**config.mk**
```make
export PLATFORM = sky130hd
export DESIGN_NAME = ipr_top
export DESIGN_NICKNAME = d
export VERILOG_FILES = /design/src/rtl/ipr_pkg.sv /design/src/rtl/ipr_field_bank.sv /design/src/rtl/ipr_gate.sv /design/src/rtl/ipr_top.sv
export SDC_FILE = /design/constraint.sdc
export NUM_CORES = 1
export LEC_CHECK = 0
export BUFFER_PORTS_ARGS = -buffer_cell sky130_fd_sc_hd__clkbuf_2
export CORE_MARGIN = 2
export CORE_UTILIZATION = 25
export DETAILED_ROUTE_END_ITERATION = 12
export GPL_TIMING_DRIVEN = 0
export PLACE_DENSITY = 0.43
export SLEW_MARGIN = 20
export SYNTH_ARGS = -nofsm -noshare
export SYNTH_HDL_FRONTEND = slang
export SYNTH_SLANG_ARGS = --single-unit
```
**constraint.sdc**
```tcl
create_clock -name clk -period 2.25 [get_ports clk]
set_input_delay 0.45 -clock clk [delete_from_list [all_inputs] [get_ports clk]]
set_output_delay 0.45 -clock clk [all_outputs]
set_load 0.01 [all_outputs]
```
**src/rtl/ipr_pkg.sv**
```systemverilog
// ipr_pkg: constants shared by the interrupt priority register bank
// assumes: 32-bit axi4-lite register bus, 16-bit priority registers
package ipr_pkg;

  // ---------------------------------------------------------------
  // register map (byte addresses, one aligned word each)
  // ---------------------------------------------------------------
  localparam logic [7:0] IPR_OFF_GROUP_6 = 8'h00;
  localparam logic [7:0] IPR_OFF_GROUP_7 = 8'h04;
  localparam logic [7:0] IPR_OFF_GROUP_8 = 8'h08;
  localparam logic [7:0] IPR_OFF_GROUP_CAPTURE = 8'h0C;
  localparam int IPR_REG_COUNT = 4;
  localparam int IPR_REG_W = 16;
  localparam int IPR_DATA_W = 32;

  // ---------------------------------------------------------------
  // field layout: four 3-bit fields per register
  // ---------------------------------------------------------------
  localparam int IPR_FIELD_W = 3;
  localparam int IPR_FIELDS_PER_REG = 4;
  localparam int IPR_SRC_COUNT = 16;
  localparam int IPR_FIELD_HI_LSB = 12;
  localparam int IPR_FIELD_MH_LSB = 8;
  localparam int IPR_FIELD_ML_LSB = 4;
  localparam int IPR_FIELD_LO_LSB = 0;
  localparam logic [15:0] IPR_IMPL_MASK = 16'h7777;
  localparam logic [15:0] IPR_RESET_VALUE = 16'h4444;

  // ---------------------------------------------------------------
  // priority encodings
  // ---------------------------------------------------------------
  localparam logic [2:0] IPR_PRIO_OFF = 3'h0;
  localparam logic [2:0] IPR_PRIO_MIN = 3'h1;
  localparam logic [2:0] IPR_PRIO_MAX = 3'h7;

  // ---------------------------------------------------------------
  // axi4-lite responses
  // ---------------------------------------------------------------
  localparam logic [1:0] IPR_RESP_OKAY = 2'h0;
  localparam logic [1:0] IPR_RESP_SLVERR = 2'h2;

  typedef logic [IPR_REG_W-1:0] ipr_word_t;
  typedef logic [IPR_FIELD_W-1:0] ipr_prio_t;

endpackage : ipr_pkg

```
**src/rtl/ipr_field_bank.sv**
```systemverilog
// ipr_field_bank: one 16-bit priority register with byte strobes
// assumes: write strobe is a one-cycle pulse from the bus slave
`timescale 1ns/100ps
`default_nettype none
module ipr_field_bank
(
  input wire logic clk,
  input wire logic rst_b,
  input wire logic wr_en,
  input wire ipr_pkg::ipr_word_t wr_data,
  input wire logic [1:0] wr_strb,
  output ipr_pkg::ipr_word_t value
);
  import ipr_pkg::*;

  typedef struct packed
  {
    ipr_word_t value;
  } ipr_bank_state_t;

  ipr_bank_state_t s;
  ipr_bank_state_t next_s;

  // byte-lane merge; gap bits are never stored so they read zero
  always_comb
  begin
    next_s = s;
    if (wr_en)
    begin
      if (wr_strb[0])
        next_s.value[7:0] = wr_data[7:0];
      if (wr_strb[1])
        next_s.value[15:8] = wr_data[15:8];
      next_s.value = next_s.value & IPR_IMPL_MASK;
    end
  end

  // every field comes up at the middle level
  always_ff @(posedge clk or negedge rst_b)
  begin
    if (!rst_b)
      s <= '{value: IPR_RESET_VALUE};
    else
      s <= next_s;
  end

  assign value = s.value;

endmodule : ipr_field_bank
`default_nettype wire

```
**src/rtl/ipr_gate.sv**
```systemverilog
// ipr_gate: turns source flags into requests using their priorities
// assumes: flags are synchronous levels from the peripherals
`timescale 1ns/100ps
`default_nettype none
module ipr_gate
(
  input wire logic clk,
  input wire logic rst_b,
  input wire logic [15:0] src_flag,
  input wire logic [47:0] src_prio,
  output logic [15:0] irq_request
);
  import ipr_pkg::*;

  typedef struct packed
  {
    logic [15:0] req;
  } ipr_gate_state_t;

  ipr_gate_state_t s;
  ipr_gate_state_t next_s;

  // a zero field masks the source whatever its flag does
  always_comb
  begin
    next_s = s;
    for (int i = 0; i < IPR_SRC_COUNT; i++)
      next_s.req[i] = src_flag[i] &&
        (src_prio[i*IPR_FIELD_W +: IPR_FIELD_W] != IPR_PRIO_OFF);
  end

  // registered so the top's outputs come straight from flops
  always_ff @(posedge clk or negedge rst_b)
  begin
    if (!rst_b)
      s <= '{req: 16'h0000};
    else
      s <= next_s;
  end

  assign irq_request = s.req;

endmodule : ipr_gate
`default_nettype wire

```
**src/rtl/ipr_top.sv**
```systemverilog
// ipr_top: four interrupt priority registers behind an axi4-lite slave
// assumes: one clock, async active-low reset, master obeys axi4-lite
`timescale 1ns/100ps
`default_nettype none
module ipr_top
#(
  parameter int ADDR_W = 8
)
(
  input wire logic clk,
  input wire logic rst_b,
  // axi4-lite write address
  input wire logic awvalid,
  output logic awready,
  input wire logic [ADDR_W-1:0] awaddr,
  input wire logic [2:0] awprot,
  // axi4-lite write data
  input wire logic wvalid,
  output logic wready,
  input wire logic [31:0] wdata,
  input wire logic [3:0] wstrb,
  // axi4-lite write response
  output logic bvalid,
  input wire logic bready,
  output logic [1:0] bresp,
  // axi4-lite read address
  input wire logic arvalid,
  output logic arready,
  input wire logic [ADDR_W-1:0] araddr,
  input wire logic [2:0] arprot,
  // axi4-lite read data
  output logic rvalid,
  input wire logic rready,
  output logic [31:0] rdata,
  output logic [1:0] rresp,
  // source flags, bit order as in the priority outputs below
  input wire logic [15:0] src_flag,
  // requests of enabled sources
  output logic [15:0] irq_request,
  // priority level of each source
  output ipr_pkg::ipr_prio_t timer4_priority,
  output ipr_pkg::ipr_prio_t compare4_priority,
  output ipr_pkg::ipr_prio_t compare3_priority,
  output ipr_pkg::ipr_prio_t dma_ch2_done_priority,
  output ipr_pkg::ipr_prio_t serial2_tx_priority,
  output ipr_pkg::ipr_prio_t serial2_rx_priority,
  output ipr_pkg::ipr_prio_t ext_irq2_priority,
  output ipr_pkg::ipr_prio_t timer5_priority,
  output ipr_pkg::ipr_prio_t can1_event_priority,
  output ipr_pkg::ipr_prio_t can1_rx_ready_priority,
  output ipr_pkg::ipr_prio_t spi2_event_priority,
  output ipr_pkg::ipr_prio_t spi2_error_priority,
  output ipr_pkg::ipr_prio_t capture5_priority,
  output ipr_pkg::ipr_prio_t capture4_priority,
  output ipr_pkg::ipr_prio_t capture3_priority,
  output ipr_pkg::ipr_prio_t dma_ch3_done_priority
);
  import ipr_pkg::*;

  // ---------------------------------------------------------------
  // elaboration checks
  // ---------------------------------------------------------------
  // the map needs at least the low four address bits to decode
  if (ADDR_W < 4 || ADDR_W > 32)
  begin : g_bad_addr_w
    $error("ipr_top: ADDR_W must lie between 4 and 32");
  end

  // ---------------------------------------------------------------
  // helpers
  // ---------------------------------------------------------------
  // decode a byte address to {hit, index}; used by both channels
  function automatic logic [2:0] reg_decode(logic [ADDR_W-1:0] addr);
    logic [7:0] low;
    logic hi_zero;
    low = 8'h00;
    hi_zero = 1'b1;
    for (int i = 0; i < ADDR_W; i++)
    begin
      if (i < 8)
        low[i] = addr[i];
      else if (addr[i])
        hi_zero = 1'b0;
    end
    if (!hi_zero)
      reg_decode = 3'h0;
    else if (low == IPR_OFF_GROUP_6)
      reg_decode = 3'h4;
    else if (low == IPR_OFF_GROUP_7)
      reg_decode = 3'h5;
    else if (low == IPR_OFF_GROUP_8)
      reg_decode = 3'h6;
    else if (low == IPR_OFF_GROUP_CAPTURE)
      reg_decode = 3'h7;
    else
      reg_decode = 3'h0;
  endfunction : reg_decode

  // pick one 3-bit field; the value is the level itself, 7 highest
  function automatic ipr_prio_t field_of(ipr_word_t word, int lsb);
    field_of = word[lsb +: IPR_FIELD_W];
  endfunction : field_of

  // ---------------------------------------------------------------
  // state
  // ---------------------------------------------------------------
  typedef struct packed
  {
    logic awready;
    logic aw_got;
    logic [ADDR_W-1:0] aw_addr;
    logic wready;
    logic w_got;
    logic [31:0] w_data;
    logic [3:0] w_strb;
    logic bvalid;
    logic [1:0] bresp;
    logic arready;
    logic rvalid;
    logic [31:0] rdata;
    logic [1:0] rresp;
  } ipr_top_state_t;

  ipr_top_state_t s;
  ipr_top_state_t next_s;

  ipr_word_t bank_value [IPR_REG_COUNT];
  logic [IPR_REG_COUNT-1:0] bank_we;
  logic wr_fire;
  logic [2:0] wr_dec;
  logic [2:0] rd_dec;
  logic [47:0] prio_flat;

  assign wr_fire = s.aw_got && s.w_got && !s.bvalid;
  assign wr_dec = reg_decode(s.aw_addr);
  assign rd_dec = reg_decode(araddr);

  // ---------------------------------------------------------------
  // bus slave
  // ---------------------------------------------------------------
  // address and data may arrive in either order; each is held
  // until both are present, then the write lands and answers
  always_comb
  begin
    next_s = s;
    bank_we = '0;
    if (awvalid && s.awready)
    begin
      next_s.aw_got = 1'b1;
      next_s.aw_addr = awaddr;
    end
    if (wvalid && s.wready)
    begin
      next_s.w_got = 1'b1;
      next_s.w_data = wdata;
      next_s.w_strb = wstrb;
    end
    if (wr_fire)
    begin
      next_s.aw_got = 1'b0;
      next_s.w_got = 1'b0;
      next_s.bvalid = 1'b1;
      if (wr_dec[2])
      begin
        bank_we[wr_dec[1:0]] = 1'b1;
        next_s.bresp = IPR_RESP_OKAY;
      end
      else
        next_s.bresp = IPR_RESP_SLVERR;
    end
    else if (s.bvalid && bready)
      next_s.bvalid = 1'b0;
    // one write at a time: no new beats while one is unanswered
    next_s.awready = !next_s.aw_got && !next_s.bvalid;
    next_s.wready = !next_s.w_got && !next_s.bvalid;

    // read answers one cycle after the address is taken
    if (arvalid && s.arready)
    begin
      next_s.rvalid = 1'b1;
      if (rd_dec[2])
      begin
        next_s.rdata = {16'h0000, bank_value[rd_dec[1:0]]};
        next_s.rresp = IPR_RESP_OKAY;
      end
      else
      begin
        next_s.rdata = 32'h0000_0000;
        next_s.rresp = IPR_RESP_SLVERR;
      end
    end
    else if (s.rvalid && rready)
      next_s.rvalid = 1'b0;
    next_s.arready = !next_s.rvalid;
  end

  // readies start low and rise one edge after reset is released
  always_ff @(posedge clk or negedge rst_b)
  begin
    if (!rst_b)
      s <= '0;
    else
      s <= next_s;
  end

  assign awready = s.awready;
  assign wready = s.wready;
  assign bvalid = s.bvalid;
  assign bresp = s.bresp;
  assign arready = s.arready;
  assign rvalid = s.rvalid;
  assign rdata = s.rdata;
  assign rresp = s.rresp;

  // ---------------------------------------------------------------
  // register bank
  // ---------------------------------------------------------------
  // only the low two byte lanes exist; upper strobes are harmless
  for (genvar g = 0; g < IPR_REG_COUNT; g++)
  begin : g_bank
    ipr_field_bank u_bank
    (
      .clk(clk),
      .rst_b(rst_b),
      .wr_en(bank_we[g]),
      .wr_data(s.w_data[15:0]),
      .wr_strb(s.w_strb[1:0]),
      .value(bank_value[g])
    );
  end

  // ---------------------------------------------------------------
  // field outputs
  // ---------------------------------------------------------------
  // plain wires off the bank flops, so they settle with the register;
  // a changed field reaches its output at the write's answer edge
  // group 6
  assign timer4_priority = field_of(bank_value[0], IPR_FIELD_HI_LSB);
  assign compare4_priority = field_of(bank_value[0], IPR_FIELD_MH_LSB);
  assign compare3_priority = field_of(bank_value[0], IPR_FIELD_ML_LSB);
  assign dma_ch2_done_priority =
    field_of(bank_value[0], IPR_FIELD_LO_LSB);
  // group 7
  assign serial2_tx_priority =
    field_of(bank_value[1], IPR_FIELD_HI_LSB);
  assign serial2_rx_priority =
    field_of(bank_value[1], IPR_FIELD_MH_LSB);
  assign ext_irq2_priority = field_of(bank_value[1], IPR_FIELD_ML_LSB);
  assign timer5_priority = field_of(bank_value[1], IPR_FIELD_LO_LSB);
  // group 8
  assign can1_event_priority =
    field_of(bank_value[2], IPR_FIELD_HI_LSB);
  assign can1_rx_ready_priority =
    field_of(bank_value[2], IPR_FIELD_MH_LSB);
  assign spi2_event_priority =
    field_of(bank_value[2], IPR_FIELD_ML_LSB);
  assign spi2_error_priority =
    field_of(bank_value[2], IPR_FIELD_LO_LSB);
  // capture group
  assign capture5_priority = field_of(bank_value[3], IPR_FIELD_HI_LSB);
  assign capture4_priority = field_of(bank_value[3], IPR_FIELD_MH_LSB);
  assign capture3_priority = field_of(bank_value[3], IPR_FIELD_ML_LSB);
  assign dma_ch3_done_priority =
    field_of(bank_value[3], IPR_FIELD_LO_LSB);

  // source i uses field i: register i/4, highest field first;
  // the stride is one field plus its unused gap bit, so the gap
  // bits never reach the gating logic
  always_comb
  begin
    prio_flat = '0;
    for (int i = 0; i < IPR_SRC_COUNT; i++)
      prio_flat[i*IPR_FIELD_W +: IPR_FIELD_W] = field_of(
        bank_value[i / IPR_FIELDS_PER_REG],
        IPR_FIELD_HI_LSB -
        (i % IPR_FIELDS_PER_REG) * (IPR_FIELD_W + 1));
  end

  // ---------------------------------------------------------------
  // request gating
  // ---------------------------------------------------------------
  // a request trails its flag by one cycle
  ipr_gate u_gate
  (
    .clk(clk),
    .rst_b(rst_b),
    .src_flag(src_flag),
    .src_prio(prio_flat),
    .irq_request(irq_request)
  );

endmodule : ipr_top
`default_nettype wire

```
==> metrics.txt <==
commonest non-fill, non-tap cell in the layout clkbuf_2; port bufs 135; critical path class reg2reg; status finished clean; mux contribution to synthesized area approximately a fifth; max_cap viols 0; Reg clk slew, reported paths 0.07 ns; Setup TNS 0 ns; worst hold path class in2async; Pleak 3.21 nW; global-route wire length before repair 19,900 um; final WL 13,100 um; DR WL/cell 16.4 um; Post-Place Cell Area 6030 um2; Post-CTS Setup Inserts 0; Peak Freq about 470 MHz; fill count 2,032; Die Width 144 um; Max Slew Vio Count 0; unrepaired setup endpoints after global routing no; Final Hold Fails 0; Arrival @ worst endpoint 2.38 ns; # DRC 0; TritonCTS Buffers 9; DR vias 3,364; clock latency on the worst-skew pair 0.35 ns; syn_area_per_cell roughly 14 um2; row count 51; Pwr Density between 900 and 1000 nW/um2; cell count after synthesis between 300 and 400; post-synthesis compound-gate area fraction between 8 and 9%; Finished Cell Area 6330 um2; CTS tree done; Final Util about a third; Critical Path Start Type flip-flop; grt ovf 0; Root Driver clkbuf_16; Die Area about 21,000 um2; Tot GR Track Use 12.9%; Worst Skew 0.00520 ns; post-CTS sizing 0; antenna cells 0; Nets 610; sw frac 31.9%; Yosys reg bits 107; xor and xnor area share after synthesis 0%; Synth cell types 32; Initial Utilization ~25%; Worst-Margin Slew 1.07 ns; cts-stage hold buffer count 0; simple-gate area share of the yosys netlist 8.31%; fin crit share around 95%; Synth Cell Area 4910 um2; Area growth syn-to-layout 29.0%; largest family of logic cells by synthesized area multiplexers; Worst Hold Margin 0.0463 ns; I/O pins ~190; Longest Clk Path Bufs 2; Post-DP HPWL 10,100 um; remaining antenna violation count 0; mean number of vias per cell 4.21; Die Ht 144 um; Net Switching 1.84 mW; Final min period roughly 2.1 ns; Int Pwr 3.93 mW; Ys Warns 0; Slew headroom between 20% and 30%; maximum number of pins on one net before global-route repair 59; Required @ worst endpoint approximately 2.5 ns; Logic pwr share 23.7%; Sequential Power Share approximately 48%; vias in the first global route 3,398; Initial DRT Pass Iterations 4; initial antenna violation count 0; Final Setup Violations 0; Iteration-0 DRC Markers 111; fraction of layout cells with a size suffix above 1 56.7%; R2R depth 5; core area slightly below 20,000 um2; CP Capture Type flip-flop; VDD IR max between 0.0003 and 0.0004 V; Adder-Cell Fraction of Synth Area 0%; Clk pwr share 28.2%; htree depth 3; Clock Sinks ~110; most frequent cells in the layout 134 x clkbuf_2, 91 x dfrtp_1, 67 x mux2_2; placer congestion estimate 0.772; critical path fanouts, max 9; post-synthesis sequential area ratio between 50% and 60%
## worst max-delay path: stages, from the launching register on
cell and delay, ns:
dfrtp_1 0.38, or4_4 0.53, buf_6 0.18, or4_4 0.49, buf_6 0.16, mux2_4 0.29
## registers in the layout, indices dropped and copies added (netlist names)
| register | cells |
|---|---|
| g_bank.u_bank.value | 48 |
| wready | 1 |
| rvalid | 1 |
| awready | 1 |
| bvalid | 1 |
| rresp | 1 |
| s | 24 |
| u_gate.irq_request | 16 |
| arready | 1 |
| rdata | 12 |
| bresp | 1 |
## cell usage after synthesis (all sizes together)
cell / number / share of area [%]
buf: 42 / 6.5
o21ai: 6 / 0.61
nor4: 7 / 2.9
a22oi: 9 / 1.4
nand3b: 5 / 0.76
a311o: 7 / 1.4
nor2b: 7 / 0.89
dfrtp: 91 / 46
nor3b: 2 / 0.31
a41o: 2 / 0.41
conb: 1 / 0.076
inv: 11 / 0.84
dfstp: 16 / 8.6
mux2: 79 / 19
nor2: 10 / 0.76
nand4: 1 / 0.13
o21bai: 2 / 0.31
or4: 3 / 0.69
clkbuf: 8 / 0.61
o31a: 16 / 2.9
a21boi: 3 / 0.46
mux4: 3 / 1.4
nand3: 2 / 0.20
a21oi: 9 / 0.92
nand2: 16 / 1.2
or3b: 2 / 0.36
or2: 1 / 0.13
## cell type report
cell class	count	area, um2	share of cell area, %
tap	265	332	5.24
inverter	11	41.3	0.652
sequential	107	2700	42.6
timing repair buffer	136	712	11.2
clock inverter	6	71.3	1.13
buffer	50	348	5.49
clock buffer	10	229	3.62
multi-input combinational	214	1900	30.0
## stage by stage
stage	instances	setup slack, ns	total power [mW]
6_report	799	0.102	5.77
5_1_grt	799	0.00360	6.14
4_1_cts	799	0.0832	5.90
3_5_place_dp	783	-0.227	4.22
3_3_place_gp	782	-0.873	4.16
2_1_floorplan	382	0.178	3.62
## cell families (layout without fill, tap and decap cells)
family	after synthesis	count (layout)
buffers and inverters	61	213
and+or+nand+nor	56	56
muxes	82	82
DFF	107	107
AOI/OAI and AO/OA	54	54
other	1	22
## power groups by stage
stage / clock network, mW / registers (mW) / logic, mW
2_1_floorplan: 0 / 2.75 / 0.861
3_3_place_gp: 0 / 2.81 / 1.36
3_5_place_dp: 0 / 2.82 / 1.39
4_1_cts: 1.71 / 2.79 / 1.40
5_1_grt: 1.79 / 2.85 / 1.49
6_report: 1.63 / 2.77 / 1.36
## metal layers
layer	up-vias	share of wire (%)	global-route usage, %
met4	0	1.5	3.99
met1	1664	45	16.8
li1	1589	-	-
met5	-	0	0
met2	100	49	21.3
met3	11	5.1	3.18
## final timing paths
kind	startpoint	end	slack, ns
min	rst_b	rresp[1]	0.05
min in group clk	src_flag[15]	u_gate.irq_request[15]	0.30
min reg2reg	s[75]	wready	0.46
max	s[82]	g_bank[0].u_bank.value[9]	0.10
max reg2reg	s[82]	g_bank[0].u_bank.value[9]	0.10
max in group asynchronous	rst_b	g_bank[3].u_bank.value[6]	1.53
No activity file was read; power rests on OpenSTA's default activity.
